[config.mk]
export PLATFORM = sky130hd
export DESIGN_NAME = tstq_top
export DESIGN_NICKNAME = d
export VERILOG_FILES = /design/src/tstq_pkg.sv /design/src/tstq_queue.sv /design/src/tstq_top.sv
export SDC_FILE = /design/constraint.sdc
export NUM_CORES = 1
export LEC_CHECK = 0
export BUFFER_PORTS_ARGS = -buffer_cell sky130_fd_sc_hd__clkbuf_2
export CORE_UTILIZATION = 51
export CTS_BUF_LIST = sky130_fd_sc_hd__clkbuf_16
export DETAILED_ROUTE_END_ITERATION = 8
export GPL_ROUTABILITY_DRIVEN = 1
export MAX_ROUTING_LAYER = met4
export PLACE_DENSITY = 0.72
export SETUP_SLACK_MARGIN = 0.4
export SYNTH_ARGS = -nofsm -noshare
export SYNTH_HDL_FRONTEND = slang
export SYNTH_SLANG_ARGS = --single-unit
[constraint.sdc]
create_clock -name sys_clk_i -period 22.2 [get_ports sys_clk_i]
set_input_delay 2.22 -clock sys_clk_i [delete_from_list [all_inputs] [get_ports sys_clk_i]]
set_output_delay 2.22 -clock sys_clk_i [all_outputs]
set_load 0.01 [all_outputs]
[src/tstq_pkg.sv]
// How it works
// Push into a full queue sets overflow; with an advance pop that cycle, the push is stored unflagged.
// Overflow stays set until queue empties.
// Entry-valid shows a head entry exists.
// Status bits 26:21 show head identifier.
// Status bits 20:16 show head egress port.
// Status bits 15:0 show head sequence identifier.
// Status bit 29 flags OAM-requested stamps.
// Stamp bits 29:0 give departure plus delay.
// Stamp bit 31 is seconds LSB at event.
// Writing one to advance pops head entry.
// Status and delay follow new head entry.
// Six-bit stamp width field, reset 32.
// Two-bit rollover protection mode field.
// Writable sixteen-bit seconds bits 47:32.
// Writable 32-bit seconds bits 31:0.
// Read-only 30-bit nanosecond count exposed.
// Advance on empty queue changes nothing.
package tstq_pkg;

  // Bus geometry.
  localparam int ADDR_W = 8;
  localparam int DATA_W = 32;

  // Register byte addresses.
  localparam logic [7:0] ADDR_STATUS = 8'h00;
  localparam logic [7:0] ADDR_STAMP = 8'h04;
  localparam logic [7:0] ADDR_ADVANCE = 8'h08;
  localparam logic [7:0] ADDR_CONFIG = 8'h0C;
  localparam logic [7:0] ADDR_TOD_HIGH = 8'h10;
  localparam logic [7:0] ADDR_TOD_LOW = 8'h14;
  localparam logic [7:0] ADDR_TOD_NSEC = 8'h18;
  localparam logic [7:0] ADDR_DELAY = 8'h1C;

  // AXI response codes.
  localparam logic [1:0] RESP_OKAY = 2'h0;
  localparam logic [1:0] RESP_SLVERR = 2'h2;

  // Status register field positions.
  localparam int ST_OAM_BIT = 29;
  localparam int ST_OVFL_BIT = 28;
  localparam int ST_VALID_BIT = 27;

  // Stamp register field positions.
  localparam int SP_SEC_BIT = 31;

  // Configuration field positions and reset values.
  localparam int CFG_WID_LSB = 2;
  localparam int CFG_MODE_LSB = 0;
  localparam logic [5:0] CFG_WID_RESET = 6'h20;
  localparam logic [1:0] CFG_MODE_RESET = 2'h0;

  // Advance bit position.
  localparam int ADV_BIT = 0;

  // Time-of-day reset values.
  localparam logic [15:0] TOD_HIGH_RESET = 16'h0000;
  localparam logic [31:0] TOD_LOW_RESET = 32'h0000_0000;

  // Nanoseconds in one second, for wrapping the stamp sum.
  localparam logic [30:0] NS_PER_SEC = 31'h3B9A_CA00;

  // Queue geometry.
  localparam int QUEUE_DEPTH = 8;

  // Entry layout inside the queue word.
  localparam int EN_SEQ_LSB = 0;
  localparam int EN_PORT_LSB = 16;
  localparam int EN_ID_LSB = 21;
  localparam int EN_OAM_BIT = 27;
  localparam int EN_NS_LSB = 28;
  localparam int EN_SEC_BIT = 58;
  localparam int EN_DLY_LSB = 59;
  localparam int ENTRY_W = 75;

endpackage : tstq_pkg

[src/tstq_queue.sv]
`timescale 1ns/1ps
// Small flip-flop queue with a combinational view of the head word.
module tstq_queue
  import tstq_pkg::*;
#(
  parameter int WIDTH = ENTRY_W,
  parameter int DEPTH = QUEUE_DEPTH
) (
  input wire logic sys_clk_i,
  input wire logic rst_i,
  input wire logic push_i,
  input wire logic [WIDTH-1:0] push_data_i,
  output logic push_ready_o,
  input wire logic pop_i,
  output logic [WIDTH-1:0] head_o,
  output logic empty_o
);

  localparam int PTR_W = $clog2(DEPTH);

  logic [WIDTH-1:0] mem_ff [DEPTH]; // Entry storage, indexed by pointer.
  logic [PTR_W-1:0] wr_ptr_ff; // Next free slot.
  logic [PTR_W-1:0] rd_ptr_ff; // Head slot.
  logic [PTR_W:0] count_ff; // Number of stored entries.

  wire full = (count_ff == (PTR_W+1)'(DEPTH));
  wire do_pop = pop_i && !empty_o;
  // A pop in the same cycle frees a slot, so a full queue still takes a push.
  wire do_push = push_i && (!full || do_pop);
  wire [PTR_W-1:0] wr_inc = (wr_ptr_ff == PTR_W'(DEPTH - 1)) ? '0 : wr_ptr_ff + 1'b1;
  wire [PTR_W-1:0] rd_inc = (rd_ptr_ff == PTR_W'(DEPTH - 1)) ? '0 : rd_ptr_ff + 1'b1;

  assign empty_o = (count_ff == '0);
  assign push_ready_o = !full || do_pop;
  assign head_o = mem_ff[rd_ptr_ff];

  // Pointer and occupancy bookkeeping.
  always_ff @(posedge sys_clk_i or posedge rst_i) begin
    if (rst_i) begin
      wr_ptr_ff <= '0;
      rd_ptr_ff <= '0;
      count_ff <= '0;
    end else begin
      if (do_push) begin
        wr_ptr_ff <= wr_inc;
      end
      if (do_pop) begin
        rd_ptr_ff <= rd_inc;
      end
      count_ff <= count_ff + (PTR_W+1)'(do_push) - (PTR_W+1)'(do_pop);
    end
  end

  // Storage has no reset; words are only read once counted in.
  always_ff @(posedge sys_clk_i) begin
    if (do_push) begin
      mem_ff[wr_ptr_ff] <= push_data_i;
    end
  end

endmodule : tstq_queue

[src/tstq_top.sv]
`timescale 1ns/1ps
// Transmit timestamp queue and time-of-day registers behind an AXI4-Lite slave.
module tstq_top
  import tstq_pkg::*;
(
  input wire logic sys_clk_i,
  input wire logic rst_i,
  // AXI4-Lite write address channel.
  input wire logic s_axi_awvalid,
  output logic s_axi_awready,
  input wire logic [ADDR_W-1:0] s_axi_awaddr,
  input wire logic [2:0] s_axi_awprot,
  // AXI4-Lite write data channel.
  input wire logic s_axi_wvalid,
  output logic s_axi_wready,
  input wire logic [DATA_W-1:0] s_axi_wdata,
  input wire logic [3:0] s_axi_wstrb,
  // AXI4-Lite write response channel.
  output logic s_axi_bvalid,
  input wire logic s_axi_bready,
  output logic [1:0] s_axi_bresp,
  // AXI4-Lite read address channel.
  input wire logic s_axi_arvalid,
  output logic s_axi_arready,
  input wire logic [ADDR_W-1:0] s_axi_araddr,
  input wire logic [2:0] s_axi_arprot,
  // AXI4-Lite read data channel.
  output logic s_axi_rvalid,
  input wire logic s_axi_rready,
  output logic [DATA_W-1:0] s_axi_rdata,
  output logic [1:0] s_axi_rresp,
  // Timestamp events from the egress datapath.
  input wire logic stamp_event_i,
  input wire logic [5:0] stamp_identifier_i,
  input wire logic [4:0] stamp_egress_port_i,
  input wire logic [15:0] stamp_sequence_i,
  input wire logic stamp_oam_i,
  input wire logic [29:0] stamp_departure_ns_i,
  input wire logic [15:0] stamp_delay_i,
  output logic stamp_ready_o,
  // Configured transmit path delay in nanoseconds.
  input wire logic [29:0] tx_path_delay_i,
  // One-second timer inputs.
  input wire logic seconds_tick_i,
  input wire logic [29:0] nanosecond_count_i,
  // Configuration and time outputs for the rest of the subsystem.
  output logic [5:0] stamp_bit_width_o,
  output logic [1:0] rollover_protection_mode_o,
  output logic [47:0] seconds_counter_o
);

  // ---------------------------------------------------------------------------
  // Write channel state.
  // ---------------------------------------------------------------------------
  logic aw_held_ff; // Write address has been taken and waits for data.
  logic [ADDR_W-1:0] aw_addr_ff; // Captured write address.
  logic w_held_ff; // Write data has been taken and waits for address.
  logic [DATA_W-1:0] w_data_ff; // Captured write data.
  logic [3:0] w_strb_ff; // Captured byte strobes.
  logic bvalid_ff; // Write response pending.
  logic [1:0] bresp_ff; // Write response code.

  // ---------------------------------------------------------------------------
  // Read channel state.
  // ---------------------------------------------------------------------------
  logic rvalid_ff; // Read data pending.
  logic [DATA_W-1:0] rdata_ff; // Read data word.
  logic [1:0] rresp_ff; // Read response code.

  // ---------------------------------------------------------------------------
  // Software visible state.
  // ---------------------------------------------------------------------------
  logic [5:0] stamp_width_ff; // Stamp bit width field.
  logic [1:0] roll_mode_ff; // Rollover protection mode field.
  logic [15:0] tod_high_ff; // Seconds bits 47:32.
  logic [31:0] tod_low_ff; // Seconds bits 31:0.
  logic overflow_ff; // Sticky queue overflow flag.

  // ---------------------------------------------------------------------------
  // Channel handshakes. Each channel accepts one item and then stalls until
  // the response has gone, so at most one write and one read are in flight.
  // ---------------------------------------------------------------------------
  assign s_axi_awready = !aw_held_ff && !bvalid_ff;
  assign s_axi_wready = !w_held_ff && !bvalid_ff;
  assign s_axi_arready = !rvalid_ff;
  assign s_axi_bvalid = bvalid_ff;
  assign s_axi_bresp = bresp_ff;
  assign s_axi_rvalid = rvalid_ff;
  assign s_axi_rdata = rdata_ff;
  assign s_axi_rresp = rresp_ff;

  wire aw_take = s_axi_awvalid && s_axi_awready;
  wire w_take = s_axi_wvalid && s_axi_wready;
  wire ar_take = s_axi_arvalid && s_axi_arready;

  // The write is committed once both halves are held; this costs one cycle
  // but keeps the decode off the incoming bus wires.
  wire wr_commit = aw_held_ff && w_held_ff && !bvalid_ff;

  // ---------------------------------------------------------------------------
  // Write decode.
  // ---------------------------------------------------------------------------
  wire wr_hit_adv = (aw_addr_ff == ADDR_ADVANCE);
  wire wr_hit_cfg = (aw_addr_ff == ADDR_CONFIG);
  wire wr_hit_high = (aw_addr_ff == ADDR_TOD_HIGH);
  wire wr_hit_low = (aw_addr_ff == ADDR_TOD_LOW);
  // Read-only registers accept a write silently; only holes answer SLVERR.
  wire wr_mapped = wr_hit_adv || wr_hit_cfg || wr_hit_high || wr_hit_low ||
                   (aw_addr_ff == ADDR_STATUS) || (aw_addr_ff == ADDR_STAMP) ||
                   (aw_addr_ff == ADDR_TOD_NSEC) || (aw_addr_ff == ADDR_DELAY);

  // Byte-merged views of the writable words.
  wire [31:0] strb_mask = {{8{w_strb_ff[3]}}, {8{w_strb_ff[2]}},
                           {8{w_strb_ff[1]}}, {8{w_strb_ff[0]}}};
  wire [31:0] cfg_word = {24'h00_0000, stamp_width_ff, roll_mode_ff};
  wire [31:0] cfg_merged = (cfg_word & ~strb_mask) | (w_data_ff & strb_mask);
  wire [31:0] low_merged = (tod_low_ff & ~strb_mask) | (w_data_ff & strb_mask);
  wire [31:0] high_word = {16'h0000, tod_high_ff};
  wire [31:0] high_merged = (high_word & ~strb_mask) | (w_data_ff & strb_mask);

  // The advance bit is one-shot: it acts on the write and never stores.
  wire advance_req = wr_commit && wr_hit_adv && w_strb_ff[0] && w_data_ff[ADV_BIT];

  // ---------------------------------------------------------------------------
  // Timestamp queue.
  // ---------------------------------------------------------------------------
  logic [ENTRY_W-1:0] head_entry; // Head-of-line entry word.
  logic queue_empty; // No entry stored.
  logic queue_ready; // Queue can take an entry this cycle.

  // Stamp is departure plus path delay, wrapped into one second of nanoseconds.
  wire [30:0] ns_sum = {1'b0, stamp_departure_ns_i} + {1'b0, tx_path_delay_i};
  wire [30:0] ns_wrapped = (ns_sum >= NS_PER_SEC) ? ns_sum - NS_PER_SEC : ns_sum;

  // The seconds LSB is taken from the live counter in the event cycle.
  wire [ENTRY_W-1:0] new_entry = {stamp_delay_i,
                                  tod_low_ff[0],
                                  ns_wrapped[29:0],
                                  stamp_oam_i,
                                  stamp_identifier_i,
                                  stamp_egress_port_i,
                                  stamp_sequence_i};

  // An event that finds the queue full, with no advance popping that cycle, is dropped and flagged.
  wire overflow_event = stamp_event_i && !queue_ready;

  tstq_queue #(
    .WIDTH(ENTRY_W),
    .DEPTH(QUEUE_DEPTH)
  ) u_queue (
    .sys_clk_i(sys_clk_i),
    .rst_i(rst_i),
    .push_i(stamp_event_i),
    .push_data_i(new_entry),
    .push_ready_o(queue_ready),
    .pop_i(advance_req),
    .head_o(head_entry),
    .empty_o(queue_empty)
  );

  assign stamp_ready_o = queue_ready;

  // ---------------------------------------------------------------------------
  // Head entry fields. All follow the head pointer, so an advance exposes the
  // next entry in the cycle after the write commits.
  // ---------------------------------------------------------------------------
  wire entry_valid = !queue_empty;
  // Fields read as zero while no entry is held, so stale words never show.
  wire [ENTRY_W-1:0] head_view = entry_valid ? head_entry : '0;
  wire [5:0] entry_identifier = head_view[EN_ID_LSB +: 6];
  wire [4:0] entry_egress_port = head_view[EN_PORT_LSB +: 5];
  wire [15:0] entry_sequence_identifier = head_view[EN_SEQ_LSB +: 16];
  wire oam_origin_flag = head_view[EN_OAM_BIT];
  wire [29:0] entry_stamp_nanoseconds = head_view[EN_NS_LSB +: 30];
  wire entry_seconds_lsb = head_view[EN_SEC_BIT];
  wire [15:0] entry_delay_register = head_view[EN_DLY_LSB +: 16];

  // ---------------------------------------------------------------------------
  // Read words.
  // ---------------------------------------------------------------------------
  wire [31:0] status_word = {2'h0,
                             oam_origin_flag,
                             overflow_ff,
                             entry_valid,
                             entry_identifier,
                             entry_egress_port,
                             entry_sequence_identifier};
  wire [31:0] stamp_word = {entry_seconds_lsb,
                            1'b0,
                            entry_stamp_nanoseconds};
  wire [31:0] nsec_word = {2'h0, nanosecond_count_i};
  wire [31:0] delay_word = {16'h0000, entry_delay_register};

  // Read decode; the advance register reads as zero.
  wire rd_hit_status = (s_axi_araddr == ADDR_STATUS);
  wire rd_hit_stamp = (s_axi_araddr == ADDR_STAMP);
  wire rd_hit_adv = (s_axi_araddr == ADDR_ADVANCE);
  wire rd_hit_cfg = (s_axi_araddr == ADDR_CONFIG);
  wire rd_hit_high = (s_axi_araddr == ADDR_TOD_HIGH);
  wire rd_hit_low = (s_axi_araddr == ADDR_TOD_LOW);
  wire rd_hit_nsec = (s_axi_araddr == ADDR_TOD_NSEC);
  wire rd_hit_delay = (s_axi_araddr == ADDR_DELAY);
  wire rd_mapped = rd_hit_status || rd_hit_stamp || rd_hit_adv || rd_hit_cfg ||
                   rd_hit_high || rd_hit_low || rd_hit_nsec || rd_hit_delay;
  wire [31:0] rd_word = rd_hit_status ? status_word :
                        rd_hit_stamp ? stamp_word :
                        rd_hit_cfg ? cfg_word :
                        rd_hit_high ? high_word :
                        rd_hit_low ? tod_low_ff :
                        rd_hit_nsec ? nsec_word :
                        rd_hit_delay ? delay_word : 32'h0000_0000;

  // ---------------------------------------------------------------------------
  // Next-state terms.
  // ---------------------------------------------------------------------------
  // A full queue is never empty, so set and clear cannot meet; set is listed
  // first anyway so that a drop can never be lost.
  wire nxt_overflow = overflow_event || (overflow_ff && !queue_empty);

  // A software write to a seconds word wins over the timer tick that cycle.
  wire [47:0] seconds_inc = {tod_high_ff, tod_low_ff} + 48'h0000_0000_0001;
  wire [15:0] nxt_tod_high = (wr_commit && wr_hit_high) ? high_merged[15:0] :
                             seconds_tick_i ? seconds_inc[47:32] : tod_high_ff;
  wire [31:0] nxt_tod_low = (wr_commit && wr_hit_low) ? low_merged :
                            seconds_tick_i ? seconds_inc[31:0] : tod_low_ff;

  assign stamp_bit_width_o = stamp_width_ff;
  assign rollover_protection_mode_o = roll_mode_ff;
  assign seconds_counter_o = {tod_high_ff, tod_low_ff};

  // Write address capture.
  always_ff @(posedge sys_clk_i or posedge rst_i) begin
    if (rst_i) begin
      aw_held_ff <= 1'b0;
      aw_addr_ff <= '0;
    end else if (aw_take) begin
      aw_held_ff <= 1'b1;
      aw_addr_ff <= s_axi_awaddr;
    end else if (wr_commit) begin
      aw_held_ff <= 1'b0;
    end
  end

  // Write data capture.
  always_ff @(posedge sys_clk_i or posedge rst_i) begin
    if (rst_i) begin
      w_held_ff <= 1'b0;
      w_data_ff <= '0;
      w_strb_ff <= '0;
    end else if (w_take) begin
      w_held_ff <= 1'b1;
      w_data_ff <= s_axi_wdata;
      w_strb_ff <= s_axi_wstrb;
    end else if (wr_commit) begin
      w_held_ff <= 1'b0;
    end
  end

  // Write response.
  always_ff @(posedge sys_clk_i or posedge rst_i) begin
    if (rst_i) begin
      bvalid_ff <= 1'b0;
      bresp_ff <= RESP_OKAY;
    end else if (wr_commit) begin
      bvalid_ff <= 1'b1;
      bresp_ff <= wr_mapped ? RESP_OKAY : RESP_SLVERR;
    end else if (s_axi_bready) begin
      bvalid_ff <= 1'b0;
    end
  end

  // Read response; data is frozen at the address handshake.
  always_ff @(posedge sys_clk_i or posedge rst_i) begin
    if (rst_i) begin
      rvalid_ff <= 1'b0;
      rdata_ff <= '0;
      rresp_ff <= RESP_OKAY;
    end else if (ar_take) begin
      rvalid_ff <= 1'b1;
      rdata_ff <= rd_word;
      rresp_ff <= rd_mapped ? RESP_OKAY : RESP_SLVERR;
    end else if (s_axi_rready) begin
      rvalid_ff <= 1'b0;
    end
  end

  // Transfer configuration; mode 3 is stored as written and left to the user.
  always_ff @(posedge sys_clk_i or posedge rst_i) begin
    if (rst_i) begin
      stamp_width_ff <= CFG_WID_RESET;
      roll_mode_ff <= CFG_MODE_RESET;
    end else if (wr_commit && wr_hit_cfg) begin
      stamp_width_ff <= cfg_merged[CFG_WID_LSB +: 6];
      roll_mode_ff <= cfg_merged[CFG_MODE_LSB +: 2];
    end
  end

  // Seconds counter and sticky overflow.
  always_ff @(posedge sys_clk_i or posedge rst_i) begin
    if (rst_i) begin
      tod_high_ff <= TOD_HIGH_RESET;
      tod_low_ff <= TOD_LOW_RESET;
      overflow_ff <= 1'b0;
    end else begin
      tod_high_ff <= nxt_tod_high;
      tod_low_ff <= nxt_tod_low;
      overflow_ff <= nxt_overflow;
    end
  end

endmodule : tstq_top

==> results.json <==
{
  "status": "finished, final reports clean",
  "max_freq_mhz": 156,
  "vdd_drop_max_uv": 65.6,
  "start_util_pct": 51.9,
  "grt_pass1_vias": 20100,
  "grt_max_degree": 84,
  "rsz0062_at_grt": "false",
  "timing.final.hold_violations": 0,
  "drcViolationCount": 0,
  "seq_area_um2": 21800,
  "fin_skew_ns": 0.0214,
  "netlist_area_um2": 32800,
  "p_leak_uw": 0.0133,
  "clkPwrFrac_pct": 33.2,
  "port-buffer-count": 290,
  "swShare_pct": 28.0,
  "dr.first_iter.drc_count": 1946,
  "postCtsSetupBuffers": 0,
  "cts-buffers-inserted": 75,
  "r2r_setup_slack_ns": 16.94,
  "reg2reg_to": "u_queue.mem_ff[7][50]",
  "worstHoldPathType": "flop to flop",
  "dieArea_um2": 65400,
  "netlist_instances": 2075,
  "worstSetupEndpointType": "flop",
  "area_growth_pct": 15.3,
  "crit_path_end": "u_queue.mem_ff[6][39]",
  "crit_fanout": 19,
  "r2r_start": "aw_addr_ff[0]",
  "fin_crit_ns": 6.40,
  "setup_viol": 0,
  "worst_slew_pin_slew_ns": 1.18,
  "p_sw_uw": 1120,
  "ant_nets": 0,
  "synth_seq_cells": 749,
  "period_share_pct": 28.8,
  "relSlewSlack_pct": 21.0,
  "seq_area_frac_synth_pct": 66.2,
  "cts_max_level": 3,
  "syn_avg_cell_area_um2": 15.8,
  "overflow": 0,
  "netlist.area_leader.share_pct": 54.9,
  "clk_path_buf_depth": 3,
  "num_vias": 20600,
  "wl_um": 85500,
  "p_comb_share_pct": 17.0,
  "grt_pass1_wl_um": 128000,
  "routedWlPerCell_um": 26.0,
  "cts.reportedPaths.clkPinSlew_ns": 0.06,
  "synth.distinct_cells": 82,
  "antenna_found_initial": 10,
  "final_core_util_pct": 59.8,
  "die_y_um": 256,
  "power_frac_seq_pct": 49.8,
  "p_int_uw": 2880,
  "r2r_cells": 10,
  "synth-edff-count": 600,
  "power.density_nw_per_um2": 106,
  "synth_top_cell_by_area": "edfxtp_1",
  "clock_sinks": 749,
  "hpwl_um": 56200,
  "nNetsFinal": 2614,
  "slew_violations": 0,
  "num-fill-cells": 4696,
  "root_buffer": "clkbuf_16",
  "rows": 92,
  "setup_tns_ns": 0,
  "gp_congestion": 0.964,
  "cts_tree": "built",
  "post_drt_via_cell_ratio": 6.27,
  "hold_buffers": 0,
  "crit_arrival_ns": 6.70,
  "die_w_um": 256,
  "cp.required_ns": 22.50,
  "critical_path.startpoint": "stamp_departure_ns_i[0]",
  "async_reset_ff_share_pct": 19.9,
  "cts_resized": 0,
  "cp-start-kind": "input pin",
  "clock_latency_ns": 0.63,
  "core_area_um2": 63300,
  "drive_gt1_share_pct": 29.2,
  "cap_violations": 0,
  "track_usage_pct": 26.9,
  "yosys-top-cells-area": "edfxtp_1 (55%), dfrtp_1 (11%), mux4_2 (10%)",
  "ys.flop_type": "edfxtp_1",
  "crit_type": "input pin to flop",
  "ioPinCount": 299,
  "synth_warnings": 0,
  "drtPass1Iterations": 7,
  "multi_input_area_um2": 10600
}
[worst min path at each step]
stage | startpoint | end | slack [ns] | cells past startpoint
2_1_floorplan | overflow_ff | overflow_ff | 0.45 | 2
3_3_place_gp | s_axi_rdata[18] | s_axi_rdata[18] | 0.48 | 1
3_5_place_dp | s_axi_rdata[18] | s_axi_rdata[18] | 0.48 | 1
4_1_cts | s_axi_rdata[18] | s_axi_rdata[18] | 0.49 | 1
5_1_grt | s_axi_rdata[29] | s_axi_rdata[29] | 0.51 | 1
6_report | s_axi_rdata[18] | s_axi_rdata[18] | 0.49 | 1
[placed cells by master, fill, tap and decap left out, types with 13 or more instances in the layout]
cell / netlist / layout
and2_1: 16 / 16
inv_1: 29 / 39
clkbuf_2: 1 / 290
o21ai_1: 13 / 13
a211oi_1: 15 / 15
nand4_1: 23 / 23
o22ai_1: 27 / 27
mux4_2: 150 / 150
nand2_1: 96 / 96
mux2i_1: 45 / 45
xnor2_1: 28 / 28
nor2_1: 148 / 144
nand3_1: 47 / 47
o21ai_0: 60 / 60
a21oi_1: 94 / 94
ha_1: 42 / 42
dfrtp_1: 148 / 145
edfxtp_1: 600 / 600
clkbuf_16: 0 / 75
a221oi_1: 25 / 25
mux2_2: 89 / 89
bufinv_16: 0 / 14
buf_4: 4 / 28
o21a_1: 28 / 28
and3_1: 23 / 23
nor3_1: 28 / 24
o211ai_1: 21 / 21
a21o_1: 14 / 14
[cell type report]
cell class                      instances  share of cell area, %
Inverter                               29                  0.301
Clock buffer                           75                   4.96
Clock inverter                         64                   1.95
Multi-Input combinational cell       1196                   28.1
Sequential cell                       749                   57.5
Tap cell                              846                   2.80
Timing Repair Buffer                  318                   4.39
Antenna cell                           10                 0.0661
[metrics by stage]
stage / setup slack (ns) / cells / total power, uW / area [um^2] / hold WS [ns]
4_1_cts: 15.83 / 3277 / 4030 / 37800 / 0.493
3_5_place_dp: 15.22 / 3138 / 2700 / 35200 / 0.479
6_report: 15.80 / 3287 / 4010 / 37900 / 0.488
3_3_place_gp: 15.31 / 3138 / 2660 / 35200 / 0.479
5_1_grt: 15.50 / 3287 / 4150 / 37900 / 0.514
2_1_floorplan: 12.07 / 2076 / 2410 / 32800 / 0.450
[state kept, by name, summed over array words and instances (netlist names), named ones only]
register           count
w_held_ff              1
s_axi_rdata           32
u_queue.mem_ff       600
overflow_ff            1
u_queue.count_ff       4
aw_addr_ff             8
w_data_ff             32
s_axi_rvalid           1
u_queue.wr_ptr_ff      3
s_axi_bvalid           1
s_axi_bresp            1
aw_held_ff             1
s_axi_rresp            1
w_strb_ff              4
u_queue.rd_ptr_ff      3
[cells in the mapped netlist (5+ instances only)]
library cell  number
xor2_1            12
a21o_1            14
mux2_2            89
o21ai_0           60
nor2b_1            5
o21a_1            28
nor2_1           148
a311oi_1           7
a221oi_1          25
mux2i_1           45
buf_1             20
ha_1              42
o211ai_1          21
dfrtp_1          148
a31oi_1            6
nand3_1           47
buf_2             14
o22ai_1           27
a21oi_1           94
inv_1             29
o21bai_1           5
nand2_1           96
nor3b_1            5
mux4_2           150
nand2b_1           6
edfxtp_1         600
and4_1             9
nor3_1            28
or4_1              5
xnor2_1           28
clkbuf_1          62
or2_2              6
and2_1            16
a222oi_1          12
o21ai_1           13
a211o_1            8
nand4_1           23
and3_1            23
a211oi_1          15
o32a_1             8
[routing by layer]
metal / wire (um) / share of wire [%] / vias up / track usage, %
met1: 34500 / 40 / 10500 / 35.4
met4: 3320 / 3.9 / 0 / 11.0
li1: - / - / 8952 / -
met2: 41700 / 49 / 989 / 42.3
met5: 0 / 0 / - / -
met3: 6020 / 7.0 / 150 / 3.95
[critical path, cell delays in order]
cell	delay [ns]
clkbuf_2	0.09
ha_1	0.24
fa_1	0.44
a211oi_2	0.36
nor2_1	0.10
xor2_1	0.24
or4_1	0.52
or4_1	0.40
and4bb_1	0.31
nand4b_1	0.18
o31ai_4	0.60
o21ai_0	0.24
xnor2_1	0.73
[logic make-up (layout without fill, tap and decap cells)]
| family | count (synthesis) | count (layout) | share of synthesized area, % |
|---|---|---|---|
| AO/OA/AOI/OAI | 394 | 394 | 8.29 |
| XOR/XNOR | 40 | 40 | 1.07 |
| adder cells (fa/ha/maj) | 44 | 44 | 1.72 |
| buffers and inverters | 131 | 486 | 1.62 |
| flip-flops | 749 | 749 | 66.2 |
| multiplexers | 284 | 284 | 14.7 |
| other | 1 | 12 | 0.0114 |
| AND/OR/NAND/NOR | 432 | 432 | 6.33 |
[power by group through the flow]
stage	clock, uW	combinational (uW)	sequential [uW]
after floorplan	0	434	1980
after global placement	0	662	2000
after detailed placement	0	681	2010
after CTS	1350	686	1990
after global routing	1400	736	2010
final	1330	680	1990
(Power assumes the default switching activity.)
